==> config.mk <==
export PLATFORM = sky130hd
export DESIGN_NAME = dcdec_ctrl
export DESIGN_NICKNAME = d
export VERILOG_FILES = /design/src/dcdec_pkg.sv /design/src/dcdec_mixer.sv /design/src/dcdec_decim.sv /design/src/dcdec_ctrl.sv
export SDC_FILE = /design/constraint.sdc
export NUM_CORES = 2
export LEC_CHECK = 0
export ABC_CLOCK_PERIOD_IN_PS = 6200
export BUFFER_PORTS_ARGS = -buffer_cell sky130_fd_sc_hd__buf_2
export CORE_ASPECT_RATIO = 1.25
export CORE_MARGIN = 2
export CORE_UTILIZATION = 40
export CTS_BUF_LIST = sky130_fd_sc_hd__clkbuf_8
export CTS_CLUSTER_DIAMETER = 150
export CTS_CLUSTER_SIZE = 24
export DETAILED_ROUTE_END_ITERATION = 12
export SLEW_MARGIN = 30
export SYNTH_ARGS = -nofsm -noshare
export SYNTH_HDL_FRONTEND = slang
export SYNTH_SLANG_ARGS = --single-unit
export TNS_END_PERCENT = 30
==> constraint.sdc <==
create_clock -name pclk -period 6.2 [get_ports pclk]
set_clock_uncertainty 0.15 [all_clocks]
set_input_delay 0.31 -clock pclk [delete_from_list [all_inputs] [get_ports pclk]]
set_output_delay 0.31 -clock pclk [all_outputs]
set_load 0.1 [all_outputs]
==> src/dcdec_pkg.sv <==
package dcdec_pkg;

	// data widths
	localparam int SAMPLE_W = 14;
	localparam int DATA_W = 16;
	localparam int FREQ_W = 32;
	localparam int ADDR_W = 12;

	// register indices; byte address is four times the index
	localparam logic [7:0] IDX_PATH = 8'h24;
	localparam logic [7:0] IDX_DEC = 8'h25;
	localparam logic [7:0] IDX_MIX = 8'h26;
	localparam logic [7:0] IDX_FREQ_A = 8'h2a;
	localparam logic [7:0] IDX_FREQ_B = 8'h2e;
	localparam logic [7:0] IDX_STATUS = 8'h30;

	// digital_path_control fields
	localparam int AVG_EN_BIT = 5;
	localparam int SEL_LSB = 3;
	localparam int PATH_SEL_BIT = 2;
	localparam int DC_EN_BIT = 1;
	localparam logic [7:0] PATH_WMASK = 8'h3e;

	// decimation_control fields
	localparam int SEL_EN_BIT = 7;
	localparam int DEC_LSB = 4;
	localparam int REAL_BIT = 3;
	localparam int PH_INV_BIT = 0;
	localparam logic [7:0] DEC_WMASK = 8'hf9;

	// mixer_control fields
	localparam int GAIN_A_LSB = 6;
	localparam int PH_RST_A_BIT = 5;
	localparam int QMIX_A_BIT = 4;
	localparam int GAIN_B_LSB = 2;
	localparam int PH_RST_B_BIT = 1;
	localparam int QMIX_B_BIT = 0;
	localparam logic [7:0] MIX_WMASK = 8'hff;

	// reset values
	localparam logic [7:0] CTRL_RESET = 8'h00;
	localparam logic [FREQ_W-1:0] FREQ_RESET = 32'h0000_0000;

	// filter input routing codes
	localparam logic [1:0] ROUTE_DIRECT = 2'h0;
	localparam logic [1:0] ROUTE_A_BOTH = 2'h1;
	localparam logic [1:0] ROUTE_B_BOTH = 2'h2;
	localparam logic [1:0] ROUTE_AVG = 2'h3;

	// decimation codes: 0 bypass, 1..5 divide by 2..32
	localparam logic [2:0] DEC_BYPASS = 3'h0;
	localparam logic [2:0] DEC_MAX = 3'h5;

	// mixer gain codes
	localparam logic [1:0] GAIN_NONE = 2'h0;
	localparam logic [1:0] GAIN_3DB = 2'h1;
	localparam logic [1:0] GAIN_6DB = 2'h2;

	// phase step for mixing at a quarter of the sample rate
	localparam logic [FREQ_W-1:0] QUARTER_STEP = 32'h4000_0000;

endpackage

==> src/dcdec_mixer.sv <==
`timescale 1ns/1ps

module dcdec_mixer
	import dcdec_pkg::*;
(
	input wire logic pclk,
	input wire logic presetn,
	input wire logic signed [SAMPLE_W-1:0] sample_in,
	input wire logic sample_valid,
	input wire logic run,
	input wire logic real_mode,
	input wire logic quarter_rate,
	input wire logic phase_invert,
	input wire logic [1:0] gain,
	input wire logic phase_reset,
	input wire logic [FREQ_W-1:0] freq_word,
	output logic signed [DATA_W-1:0] mix_i,
	output logic signed [DATA_W-1:0] mix_q,
	output logic mix_valid,
	output logic [FREQ_W-1:0] phase
);

	logic [FREQ_W-1:0] active_freq;
	logic [FREQ_W-1:0] step;
	logic signed [DATA_W-1:0] ext;
	logic signed [DATA_W-1:0] next_i;
	logic signed [DATA_W-1:0] next_q;

	// gain after the mixer; 3 dB is 1+1/4+1/8+1/32, within 0.05 dB
	function automatic logic signed [DATA_W-1:0] apply_gain(input logic signed [DATA_W-1:0] x,
		input logic [1:0] g);
		logic signed [DATA_W-1:0] r;
		r = x;
		if (g == GAIN_3DB) begin
			r = x + (x >>> 2) + (x >>> 3) + (x >>> 5);
		end else if (g == GAIN_6DB) begin
			r = x <<< 1;
		end
		return r;
	endfunction

	// working frequency word changes only on a phase reset, forced to zero in real mode
	always_ff @(posedge pclk or negedge presetn) begin
		if (!presetn) begin
			active_freq <= FREQ_RESET;
		end else if (real_mode) begin
			active_freq <= FREQ_RESET;
		end else if (phase_reset) begin
			active_freq <= freq_word;
		end
	end

	assign step = (quarter_rate && !real_mode) ? QUARTER_STEP : active_freq;

	// phase accumulator of the oscillator
	always_ff @(posedge pclk or negedge presetn) begin
		if (!presetn) begin
			phase <= FREQ_RESET;
		end else if (phase_reset) begin
			phase <= FREQ_RESET;
		end else if (run && sample_valid) begin
			phase <= phase + step;
		end
	end

	// quadrant mixer: coarse cosine and sine from the top two phase bits
	always_comb begin
		ext = DATA_W'(sample_in);
		next_i = ext;
		next_q = '0;
		if (!real_mode) begin
			unique case (phase[FREQ_W-1 -: 2])
				2'h0: begin
					next_i = ext;
					next_q = '0;
				end
				2'h1: begin
					next_i = '0;
					next_q = ext;
				end
				2'h2: begin
					next_i = -ext;
					next_q = '0;
				end
				2'h3: begin
					next_i = '0;
					next_q = -ext;
				end
			endcase
			if (phase_invert) begin
				next_q = -next_q;
			end
			next_i = apply_gain(next_i, gain);
			next_q = apply_gain(next_q, gain);
		end
	end

	// registered mixer output
	always_ff @(posedge pclk or negedge presetn) begin
		if (!presetn) begin
			mix_i <= '0;
			mix_q <= '0;
			mix_valid <= 1'b0;
		end else begin
			mix_i <= next_i;
			mix_q <= next_q;
			mix_valid <= run && sample_valid;
		end
	end

endmodule

==> src/dcdec_decim.sv <==
`timescale 1ns/1ps

module dcdec_decim
	import dcdec_pkg::*;
(
	input wire logic pclk,
	input wire logic presetn,
	input wire logic clear,
	input wire logic in_valid,
	input wire logic signed [DATA_W-1:0] in_data,
	input wire logic [2:0] dec_code,
	output logic signed [DATA_W-1:0] out_data,
	output logic out_valid
);

	logic [4:0] count;
	logic [4:0] last;
	logic [2:0] shift;
	logic signed [DATA_W+4:0] acc;
	logic signed [DATA_W+4:0] sum;

	// unused codes fall back to bypass
	assign shift = (dec_code > DEC_MAX) ? DEC_BYPASS : dec_code;
	assign last = 5'((6'h01 << shift) - 6'h01);
	assign sum = acc + (DATA_W+5)'(in_data);

	// accumulate and dump: a box low-pass before keeping one sample in 2**shift
	always_ff @(posedge pclk or negedge presetn) begin
		if (!presetn) begin
			count <= '0;
			acc <= '0;
			out_data <= '0;
			out_valid <= 1'b0;
		end else if (clear) begin
			count <= '0;
			acc <= '0;
			out_valid <= 1'b0;
		end else begin
			out_valid <= 1'b0;
			if (in_valid) begin
				if (count >= last) begin
					count <= '0;
					acc <= '0;
					out_data <= DATA_W'(sum >>> shift);
					out_valid <= 1'b1;
				end else begin
					count <= count + 5'h01;
					acc <= sum;
				end
			end
		end
	end

endmodule

==> src/dcdec_ctrl.sv <==
// The APB register port was decided locally.
`timescale 1ns/1ps

module dcdec_ctrl
	import dcdec_pkg::*;
(
	input wire logic pclk,
	input wire logic presetn,
	input wire logic psel,
	input wire logic penable,
	input wire logic pwrite,
	input wire logic [ADDR_W-1:0] paddr,
	input wire logic [31:0] pwdata,
	input wire logic [3:0] pstrb,
	output logic pready,
	output logic [31:0] prdata,
	output logic pslverr,
	input wire logic signed [SAMPLE_W-1:0] sample_a,
	input wire logic signed [SAMPLE_W-1:0] sample_b,
	input wire logic sample_valid,
	output logic signed [DATA_W-1:0] filt_a_i,
	output logic signed [DATA_W-1:0] filt_a_q,
	output logic signed [DATA_W-1:0] filt_b_i,
	output logic signed [DATA_W-1:0] filt_b_q,
	output logic filt_valid
);

	////////////////////////////////////////////////////////////////////////////
	// register file

	logic [7:0] path_ctrl;
	logic [7:0] dec_ctrl;
	logic [7:0] mix_ctrl;
	logic [FREQ_W-1:0] freq_a;
	logic [FREQ_W-1:0] freq_b;
	logic [7:0] mix_ctrl_prev;
	logic [31:0] status;

	logic wr_en;
	logic setup;
	logic aligned;
	logic [7:0] idx;
	logic hit_path;
	logic hit_dec;
	logic hit_mix;
	logic hit_freq_a;
	logic hit_freq_b;
	logic hit_status;
	logic hit_any;

	// field views
	logic avg_en;
	logic [1:0] sel_code;
	logic path_sel;
	logic dc_en;
	logic sel_en;
	logic [2:0] dec_code;
	logic real_mode;
	logic ph_inv;
	logic [1:0] gain_a;
	logic [1:0] gain_b;
	logic qmix_a;
	logic qmix_b;
	logic ph_rst_a;
	logic ph_rst_b;

	// address decode; misaligned addresses never hit
	assign aligned = (paddr[1:0] == 2'b00);
	assign idx = paddr[9:2];
	assign hit_path = aligned && (paddr[ADDR_W-1:10] == '0) && (idx == IDX_PATH);
	assign hit_dec = aligned && (paddr[ADDR_W-1:10] == '0) && (idx == IDX_DEC);
	assign hit_mix = aligned && (paddr[ADDR_W-1:10] == '0) && (idx == IDX_MIX);
	assign hit_freq_a = aligned && (paddr[ADDR_W-1:10] == '0) && (idx == IDX_FREQ_A);
	assign hit_freq_b = aligned && (paddr[ADDR_W-1:10] == '0) && (idx == IDX_FREQ_B);
	assign hit_status = aligned && (paddr[ADDR_W-1:10] == '0) && (idx == IDX_STATUS);
	assign hit_any = hit_path || hit_dec || hit_mix || hit_freq_a || hit_freq_b || hit_status;

	// zero wait states: the answer is ready in every access phase
	assign pready = 1'b1;
	assign setup = psel && !penable;
	assign wr_en = psel && penable && pwrite && hit_any;

	// control registers, reserved bits held at zero
	always_ff @(posedge pclk or negedge presetn) begin
		if (!presetn) begin
			path_ctrl <= CTRL_RESET;
			dec_ctrl <= CTRL_RESET;
			mix_ctrl <= CTRL_RESET;
		end else if (wr_en && pstrb[0]) begin
			if (hit_path) begin
				path_ctrl <= pwdata[7:0] & PATH_WMASK;
			end
			if (hit_dec) begin
				dec_ctrl <= pwdata[7:0] & DEC_WMASK;
			end
			if (hit_mix) begin
				mix_ctrl <= pwdata[7:0] & MIX_WMASK;
			end
		end
	end

	// frequency words; real mode wipes them so no stale tone survives
	always_ff @(posedge pclk or negedge presetn) begin
		if (!presetn) begin
			freq_a <= FREQ_RESET;
			freq_b <= FREQ_RESET;
		end else if (real_mode) begin
			freq_a <= FREQ_RESET;
			freq_b <= FREQ_RESET;
		end else if (wr_en) begin
			for (int k = 0; k < 4; k++) begin
				if (pstrb[k] && hit_freq_a) begin
					freq_a[8*k +: 8] <= pwdata[8*k +: 8];
				end
				if (pstrb[k] && hit_freq_b) begin
					freq_b[8*k +: 8] <= pwdata[8*k +: 8];
				end
			end
		end
	end

	// previous copy of the mixer control, for toggle detection
	always_ff @(posedge pclk or negedge presetn) begin
		if (!presetn) begin
			mix_ctrl_prev <= CTRL_RESET;
		end else begin
			mix_ctrl_prev <= mix_ctrl;
		end
	end

	assign avg_en = path_ctrl[AVG_EN_BIT];
	assign sel_code = path_ctrl[SEL_LSB +: 2];
	assign path_sel = path_ctrl[PATH_SEL_BIT];
	assign dc_en = path_ctrl[DC_EN_BIT];
	assign sel_en = dec_ctrl[SEL_EN_BIT];
	assign dec_code = dec_ctrl[DEC_LSB +: 3];
	assign real_mode = dec_ctrl[REAL_BIT];
	assign ph_inv = dec_ctrl[PH_INV_BIT];
	assign gain_a = mix_ctrl[GAIN_A_LSB +: 2];
	assign gain_b = mix_ctrl[GAIN_B_LSB +: 2];
	assign qmix_a = mix_ctrl[QMIX_A_BIT];
	assign qmix_b = mix_ctrl[QMIX_B_BIT];
	// either edge of the bit counts; it never clears itself
	assign ph_rst_a = mix_ctrl[PH_RST_A_BIT] ^ mix_ctrl_prev[PH_RST_A_BIT];
	assign ph_rst_b = mix_ctrl[PH_RST_B_BIT] ^ mix_ctrl_prev[PH_RST_B_BIT];

	////////////////////////////////////////////////////////////////////////////
	// read path: data and error are captured in the setup cycle

	logic [1:0] route_code;
	logic run;
	logic [FREQ_W-1:0] phase_a;
	logic [FREQ_W-1:0] phase_b;

	assign status = {8'h00, phase_b[FREQ_W-1 -: 8], phase_a[FREQ_W-1 -: 8],
		3'h0, real_mode, run, avg_en, route_code};

	always_ff @(posedge pclk or negedge presetn) begin
		if (!presetn) begin
			prdata <= '0;
			pslverr <= 1'b0;
		end else if (setup) begin
			pslverr <= !hit_any;
			prdata <= '0;
			if (!pwrite) begin
				if (hit_path) begin
					prdata <= {24'h0, path_ctrl};
				end else if (hit_dec) begin
					prdata <= {24'h0, dec_ctrl};
				end else if (hit_mix) begin
					prdata <= {24'h0, mix_ctrl};
				end else if (hit_freq_a) begin
					prdata <= freq_a;
				end else if (hit_freq_b) begin
					prdata <= freq_b;
				end else if (hit_status) begin
					prdata <= status;
				end
			end
		end
	end

	////////////////////////////////////////////////////////////////////////////
	// input routing and averaging

	logic signed [SAMPLE_W:0] pair_sum;
	logic signed [SAMPLE_W-1:0] avg;
	logic signed [SAMPLE_W-1:0] next_route_a;
	logic signed [SAMPLE_W-1:0] next_route_b;
	logic signed [SAMPLE_W-1:0] route_a;
	logic signed [SAMPLE_W-1:0] route_b;
	logic route_valid;

	// the multiplexer only honours its code while enabled
	assign route_code = sel_en ? sel_code : ROUTE_DIRECT;

	// one extra bit keeps the sum exact before the halving
	assign pair_sum = (SAMPLE_W+1)'(sample_a) + (SAMPLE_W+1)'(sample_b);
	assign avg = SAMPLE_W'(pair_sum >>> 1);

	always_comb begin
		next_route_a = sample_a;
		next_route_b = sample_b;
		unique case (route_code)
			ROUTE_DIRECT: begin
				next_route_a = sample_a;
				next_route_b = sample_b;
			end
			ROUTE_A_BOTH: begin
				next_route_a = sample_a;
				next_route_b = sample_a;
			end
			ROUTE_B_BOTH: begin
				next_route_a = sample_b;
				next_route_b = sample_b;
			end
			ROUTE_AVG: begin
				// without averaging enabled the stage passes channels straight
				if (avg_en) begin
					next_route_a = avg;
					next_route_b = avg;
				end
			end
		endcase
	end

	always_ff @(posedge pclk or negedge presetn) begin
		if (!presetn) begin
			route_a <= '0;
			route_b <= '0;
			route_valid <= 1'b0;
		end else begin
			route_a <= next_route_a;
			route_b <= next_route_b;
			route_valid <= sample_valid;
		end
	end

	////////////////////////////////////////////////////////////////////////////
	// mixers and decimation filters

	logic signed [DATA_W-1:0] mix_a_i;
	logic signed [DATA_W-1:0] mix_a_q;
	logic signed [DATA_W-1:0] mix_b_i;
	logic signed [DATA_W-1:0] mix_b_q;
	logic mix_a_valid;
	logic mix_b_valid;
	logic signed [DATA_W-1:0] dec_a_i;
	logic signed [DATA_W-1:0] dec_a_q;
	logic signed [DATA_W-1:0] dec_b_i;
	logic signed [DATA_W-1:0] dec_b_q;
	logic dec_a_valid;
	logic dec_b_valid;

	// both filters share one enable and need the feature path
	assign run = path_sel && dc_en;

	dcdec_mixer mixer_a (
		.pclk(pclk),
		.presetn(presetn),
		.sample_in(route_a),
		.sample_valid(route_valid),
		.run(run),
		.real_mode(real_mode),
		.quarter_rate(qmix_a),
		.phase_invert(ph_inv),
		.gain(gain_a),
		.phase_reset(ph_rst_a),
		.freq_word(freq_a),
		.mix_i(mix_a_i),
		.mix_q(mix_a_q),
		.mix_valid(mix_a_valid),
		.phase(phase_a)
	);

	dcdec_mixer mixer_b (
		.pclk(pclk),
		.presetn(presetn),
		.sample_in(route_b),
		.sample_valid(route_valid),
		.run(run),
		.real_mode(real_mode),
		.quarter_rate(qmix_b),
		.phase_invert(ph_inv),
		.gain(gain_b),
		.phase_reset(ph_rst_b),
		.freq_word(freq_b),
		.mix_i(mix_b_i),
		.mix_q(mix_b_q),
		.mix_valid(mix_b_valid),
		.phase(phase_b)
	);

	// the q filters run in lock step with the i filters, so their valid is left open
	dcdec_decim decim_a_i (.pclk(pclk), .presetn(presetn), .clear(!run), .in_valid(mix_a_valid),
		.in_data(mix_a_i), .dec_code(dec_code), .out_data(dec_a_i), .out_valid(dec_a_valid));

	dcdec_decim decim_a_q (.pclk(pclk), .presetn(presetn), .clear(!run), .in_valid(mix_a_valid),
		.in_data(mix_a_q), .dec_code(dec_code), .out_data(dec_a_q), .out_valid());

	dcdec_decim decim_b_i (.pclk(pclk), .presetn(presetn), .clear(!run), .in_valid(mix_b_valid),
		.in_data(mix_b_i), .dec_code(dec_code), .out_data(dec_b_i), .out_valid(dec_b_valid));

	dcdec_decim decim_b_q (.pclk(pclk), .presetn(presetn), .clear(!run), .in_valid(mix_b_valid),
		.in_data(mix_b_q), .dec_code(dec_code), .out_data(dec_b_q), .out_valid());

	////////////////////////////////////////////////////////////////////////////
	// output selection

	// bypass takes raw samples for one-cycle latency; feature path without
	// filters passes the routed samples as real data
	always_ff @(posedge pclk or negedge presetn) begin
		if (!presetn) begin
			filt_a_i <= '0;
			filt_a_q <= '0;
			filt_b_i <= '0;
			filt_b_q <= '0;
			filt_valid <= 1'b0;
		end else if (!path_sel) begin
			filt_a_i <= DATA_W'(sample_a);
			filt_a_q <= '0;
			filt_b_i <= DATA_W'(sample_b);
			filt_b_q <= '0;
			filt_valid <= sample_valid;
		end else if (!dc_en) begin
			filt_a_i <= DATA_W'(route_a);
			filt_a_q <= '0;
			filt_b_i <= DATA_W'(route_b);
			filt_b_q <= '0;
			filt_valid <= route_valid;
		end else begin
			filt_a_i <= dec_a_i;
			filt_a_q <= dec_a_q;
			filt_b_i <= dec_b_i;
			filt_b_q <= dec_b_q;
			filt_valid <= dec_a_valid && dec_b_valid;
		end
	end

endmodule

Yosys cells after proc, flatten, opt, wreduce, memory -nomap -nowiden
Index checks and enable logic that the tools add are counted.
Word-level totals
  logic and storage cells: 276
  input bits: 82
  bits in registers: 579
  output and inout bits: 99
Operators by class
  $add $sub $neg: 28
  reductions and logical operators: 72
  equality and inequality tests: 20
  $lt $le $gt $ge: 5
  shifts and indexed selects: 5
  mux-type cells: 99
  bitwise gates (word level): 2
Operator list (number)
  2-to-1 mux 32 bit: 20
  2-to-1 mux 16 bit: 28
  2-to-1 mux 21 bit: 12
  case mux 16 bit (3 select lines): 4
  adder 21 x 16 -> 21 bit: 4
  case mux 14 bit (3 select lines): 2
  >>> shifter 21 x 3 -> 16 bit: 4
  adder 16 x 11 -> 16 bit: 4
  adder 16 x 13 -> 16 bit: 4
  adder 16 x 14 -> 16 bit: 4
  adder 32 bit: 2
  2-to-1 mux 8 bit: 8
  2-to-1 mux 5 bit: 12
  == test 8 x 6 -> 1 bit (second input constant): 6
  negation 14 -> 16 bit: 2
  negation 16 bit: 2
  2-to-1 mux 14 bit: 2
  nonzero test 2 bit: 13
  logical AND 1 bit: 25
  2-to-1 mux 24 bit: 1
  AND reduction 2 bit: 11
  adder 5 x 1 -> 5 bit (second input constant): 4
  >= comparator 5 bit: 4
  == test 2 bit (second input constant): 8
  other kinds (15): 45

Depth between registers and ports, before layout
  depth in word-level cells: 12
  mapped depth: 27
  mapped depth without buffers: 26

Cells and area by module
Synthesis repeated with hierarchy kept, for this count alone.
Second synthesis, totals
  cells, all modules: 5045
  area total of the unflattened synthesis: 44769.2 um^2
Modules (own cells, without submodules)
  dcdec_mixer: times used 2, cells an instance 1197, area an instance 10322.4 um^2, seq. area each 2427.3 um^2
  dcdec_decim: times used 4, cells an instance 417, area an instance 3565.9 um^2, seq. area each 1076.0 um^2
  dcdec_ctrl: times used 1, cells an instance 983, area an instance 9860.7 um^2, seq. area each 5305.1 um^2

Worst setup path before layout
OpenSTA, ideal clock, no wires.
  path type: register to register
  from: reg route_a[0]
  to: reg mixer_a.mix_q[14]
  library setup time: 0.094 ns
  cell stages (with the launch flop): 25
  data required time: 5.956 ns
  setup slack: 0.336 ns
  arrival: 5.620 ns
  period minus slack after synthesis: 5.864 ns
  path buffers: 2
  cell sequence: dfrtp_1 > clkbuf_1 > inv_1 > ha_1 > or4b_1 > clkbuf_1 > o31a_1 > o31ai_1 > o22ai_1 > o21a_1 > xnor2_1 > inv_1 > fa_1 > inv_1 > fa_1 > inv_1 > ha_1 > inv_1 > o31ai_1 > a211oi_1 > o41ai_1 > a21oi_1 > xnor2_1 > mux2i_1 > a211oi_1
Between the ends
  word-level cells in the longest chain between the ends: 11
  elaborated cells between the ends (all ways): 12
  classes of those cells: add/sub (5); mux (7)
RTL lines
  start, declared: RTL line dcdec_ctrl.sv:190  | logic signed [SAMPLE_W-1:0] route_a;
  start signal, assigned: RTL line dcdec_ctrl.sv:233  | route_a <= next_route_a;
  negation 14 -> 16 bit: RTL line dcdec_mixer.sv:87  | next_q = -ext;
  case mux 16 bit (3 select lines) (*): RTL line dcdec_mixer.sv:72  | unique case (phase[FREQ_W-1 -: 2])
  2-to-1 mux 16 bit (*): RTL line dcdec_mixer.sv:71  | if (!real_mode) begin
  negation 16 bit: RTL line dcdec_mixer.sv:91  | next_q = -next_q;
  2-to-1 mux 16 bit (*): RTL line dcdec_mixer.sv:90  | if (phase_invert) begin
  2-to-1 mux 16 bit (*): RTL line dcdec_mixer.sv:71
  adder 16 x 14 -> 16 bit: RTL line dcdec_mixer.sv:35  | r = x + (x >>> 2) + (x >>> 3) + (x >>> 5);
  adder 16 x 13 -> 16 bit: RTL line dcdec_mixer.sv:35
  adder 16 x 11 -> 16 bit: RTL line dcdec_mixer.sv:35
  2-to-1 mux 16 bit (*): RTL line dcdec_mixer.sv:34  | if (g == GAIN_3DB) begin
  2-to-1 mux 16 bit (*): RTL line dcdec_mixer.sv:71
  net mixer_a.next_q[14]: RTL line dcdec_mixer.sv:27  | logic signed [DATA_W-1:0] next_q;
  end signal, assigned: RTL line dcdec_mixer.sv:106  | mix_q <= next_q;
  end, declared: RTL line dcdec_mixer.sv:18  | output logic signed [DATA_W-1:0] mix_q,
The timed path passes the listed nets; every way through them passes the cells marked *. The select of a mux whose other input is x is not followed.
A chain may end at the register's enable or synchronous reset.

Worst setup path in the final report
  from: reg route_b[6]
  to: reg mixer_b.mix_q[15]
Between the ends
  word-level cells in the longest chain between the ends: 11
  elaborated cells between the ends (all ways): 12
  classes of those cells: add/sub (5); mux (7)
RTL lines
  start, declared: RTL line dcdec_ctrl.sv:191  | logic signed [SAMPLE_W-1:0] route_b;
  start signal, assigned: RTL line dcdec_ctrl.sv:234  | route_b <= next_route_b;
  negation 14 -> 16 bit: RTL line dcdec_mixer.sv:87
  case mux 16 bit (3 select lines) (*): RTL line dcdec_mixer.sv:72
  2-to-1 mux 16 bit (*): RTL line dcdec_mixer.sv:71
  negation 16 bit: RTL line dcdec_mixer.sv:91
  2-to-1 mux 16 bit (*): RTL line dcdec_mixer.sv:90
  2-to-1 mux 16 bit (*): RTL line dcdec_mixer.sv:71
  adder 16 x 14 -> 16 bit: RTL line dcdec_mixer.sv:35
  adder 16 x 13 -> 16 bit: RTL line dcdec_mixer.sv:35
  adder 16 x 11 -> 16 bit: RTL line dcdec_mixer.sv:35
  2-to-1 mux 16 bit (*): RTL line dcdec_mixer.sv:34
  2-to-1 mux 16 bit (*): RTL line dcdec_mixer.sv:71
  net mixer_b.next_q[15]: RTL line dcdec_mixer.sv:27
  end signal, assigned: RTL line dcdec_mixer.sv:106
  end, declared: RTL line dcdec_mixer.sv:18
Marks and branches as above.

==> flow_summary_export.csv <==
group,metric,value,unit
outcome,status,"finished clean",
layout,post-route-util,0.439,
sta,maxSlewViolCount,0,
setup_path,worstPathMaxFanout,9,
synth,synth_nets,5226,
floorplanning,core-area,0.103,sq mm
floorplanning,initial_core_util,0.402,
clock_network,worstSkewPairLatency,750,ps
layout,area_growth,9.25,%
synth,ys_ff_latch,575,
floorplanning,die_y,364,um
placed_design,portBuffers,179,
synth,synth_commonest_cells,"nand2_1 (613), dfrtp_1 (575), nor2_1 (439)",
setup_path,arrival,6470,ps
placed_design,post-dp-hpwl,94.3,mm
sta,worst_pin_slew,1060,ps
route,first_pass_iters,9,
sta,rsz0062_at_grt,"yes",
clock_network,htreeDepth,1,
layout,fin_cells,6269,
synth,netlist_area,0.0415,sq mm
power,power_frac_seq,0.571,
power,clkPwrFrac,0.253,
synth,synthCells,4791,
route,drc,0,
route,first_iter_violations,3166,
clock_network,post-cts-setup-buffers,0,
power,combPwrFrac,0.177,
placed_design,dp_cells,6149,
clock_network,numCtsBuffers,28,
route,ant_nets,0,
power,switchingPower,2.03,mW
grt,grt_pass1_wl,202,mm
power,intPower,4.66,mW
grt,overflow,0,
layout,nNetsFinal,5350,
synth,synthTopCellsByArea,"dfrtp_1 (35%), ha_1 (8.0%), nand2_1 (5.5%), a21oi_1 (4.9%), fa_1 (4.2%)",
clock_network,cts_tree,"yes",
synth,synth_top_area_share,0.347,
grt,grt_pass1_vias,35491,
synth,async_reset_ff_frac,1.00,
synth,syn_area_per_cell,8.66,sq um
power,ir_worst_vdd,0.180,mV
setup_path,criticalPathCategory,"flop to flop",
clock_network,cts_sinks,575,
floorplanning,die_x,292,um
synth,synth_edf_count,0,
setup_path,cp-end-kind,"flop",
sta,max_freq,0.168,GHz
grt,grt.total_usage,0.236,
clock_network,clock_path_buffers,3,
sta,slew_headroom,0.294,
layout,final_layout_size_suffix_gt1_frac,0.0880,
power,p_leak,21.5,nW
route,routed_wl,127,mm
power,power.density,148,mW/mm^2
synth,yosys_warnings,0,
setup_path,start_kind,"flop",
sta,finalHoldViolations,0,
power,switching_share,0.303,
floorplanning,ioPinCount,181,
clock_network,ctsRootBufferMaster,"clkbuf_8",
sta,layout_min_cycle_time,5960,ps
sta,setup_viol,0,
synth,synth_area_leader_cell,"dfrtp_1",
grt,antenna_found_initial,21,
setup_path,critPathRequiredTime,6720,ps
synth,synth.most_common_cell,"nand2_1",
synth,synth-main-ff-cell,"dfrtp_1",
synth,ys_seq_area_frac,0.347,
hold_path,hold_path.class,"input pin to async pin",
placed_design,gp_congestion,0.931,
floorplanning,dieArea,0.106,sq mm
route,vias,36187,
route,vias_per_cell,5.77,
floorplanning,fp-row-count,132,
synth,synth.distinct_cells,90,
grt,grt_max_degree,174,
route,routedWlPerCell,20.3,um
clock_network,clkTransAtPathRegs,160,ps
job,drv_cap,0,
sta,period_share,0.961,
[cells by family after synthesis]
group                    count (synthesis)  synth area share
AO/OA/AOI/OAI                         1424             0.223
flip-flops                             575             0.347
multiplexers                           162            0.0410
XOR/XNOR                               255            0.0546
buffers and inverters                  453            0.0414
other                                    1         0.0000904
AND/OR/NAND/NOR                       1563             0.170
adder cells (fa/ha/maj)                358             0.123
[placed cells by master (no fill, tap or decap), drive strengths merged, types with 66 or more instances in the layout]
cell type,count
a21oi,410
o21ai,348
dfrtp,575
dlygate4sd3,74
mux2i,126
ha,266
nand2,613
nand2b,66
xnor2,171
a22o,83
and2,88
a21o,88
buf,283
a211oi,69
fa,87
nor3,74
xor2,84
inv,192
nor2,439
[worst max-delay path: stages (launching register included)]
cell     delay, ps
dfrtp_1        470
or4_1          780
nor3_1         330
a21bo_1        160
xor2_1         320
nor2_1         170
o41ai_1        600
xor2_2         160
buf_4          220
maj3_1         390
fa_1           550
inv_1           40
ha_1           340
and3_1         190
a21oi_1        200
a31oi_1        170
a31oi_1        230
xnor2_1        140
a22oi_1         80
a21oi_1        200
[path summary, 6_finish.rpt]
kind | from | end | slack (ps) | cells after the start
hold / removal | presetn | decim_a_q.acc[10]$_DFFE_PN0P_ | 40 | 3
min in group pclk | paddr[3] | pslverr$_DFFE_PN0P_ | 90 | 4
setup reg to reg | route_b[6]$_DFF_PN0_ | mixer_b.mix_q[15]$_DFF_PN0_ | 240 | 19
hold reg to reg | decim_b_q.out_data[0]$_DFFE_PN0P_ | decim_b_q.out_data[0]$_DFFE_PN0P_ | 340 | 2
setup / recovery | route_b[6]$_DFF_PN0_ | mixer_b.mix_q[15]$_DFF_PN0_ | 240 | 19
max in group asynchronous | presetn | filt_b_i[12]$_DFF_PN0_ | 4990 | 4
[power by group through the flow]
stage	clock (mW)	sequential, mW	combinational (mW)
floorplan	0	3.96	0.685
global placement	0	3.89	1.12
detailed placement	0	3.89	1.13
CTS	1.74	3.82	1.18
global route	1.85	3.82	1.32
finish	1.69	3.82	1.18
[registers in the layout, indices dropped and copies added (netlist names), 16 cells and up]
register,count
filt_b_i,16
mixer_a.mix_q,16
decim_a_q.acc,21
mixer_b.mix_q,16
prdata,32
mixer_b.active_freq,32
decim_a_i.out_data,16
decim_a_i.acc,21
filt_a_i,16
filt_b_q,16
decim_a_q.out_data,16
mixer_a.phase,32
mixer_b.phase,32
mixer_b.mix_i,16
freq_b,32
decim_b_i.out_data,16
decim_b_i.acc,21
decim_b_q.out_data,16
decim_b_q.acc,21
freq_a,32
mixer_a.active_freq,32
mixer_a.mix_i,16
filt_a_q,16
[cell type report]
cell class | count | area (sq um)
Fill cell | 10206 | 57900
Multi-Input combinational cell | 3763 | 25500
Sequential cell | 575 | 14400
Timing Repair Buffer | 357 | 2530
Tap cell | 1340 | 1680
Inverter | 190 | 713
Clock buffer | 29 | 399
Clock inverter | 6 | 41.3
Antenna cell | 9 | 22.5
[routing by layer]
| metal | GRT usage | share of wire |
|---|---|---|
| met2 | 0.402 | 0.47 |
| met5 | 0 | 0.0014 |
| met4 | 0.0601 | 0.025 |
| met3 | 0.0332 | 0.062 |
| met1 | 0.313 | 0.44 |
[what timing repair did]
item                       4_1_cts  5_1_grt
hold endpoints to repair       517        0
resized for setup                0       11
hold buffers                    75        0
setup endpoints to repair        0        6
[metrics by stage]
stage,setup WS (ps),total power [mW],hold slack (ps),TNS [ps],area (sq um)
final,243,6.69,42.8,0,45300
after global routing,-24.5,6.99,42.5,-41.7,45300
after CTS,67.8,6.74,38.5,0,45200
after detailed placement,85.4,5.02,135,0,44000
after global placement,223,5.01,127,0,44000
after floorplan,336,4.64,-136,0,41500
(Power assumes the default switching activity.)
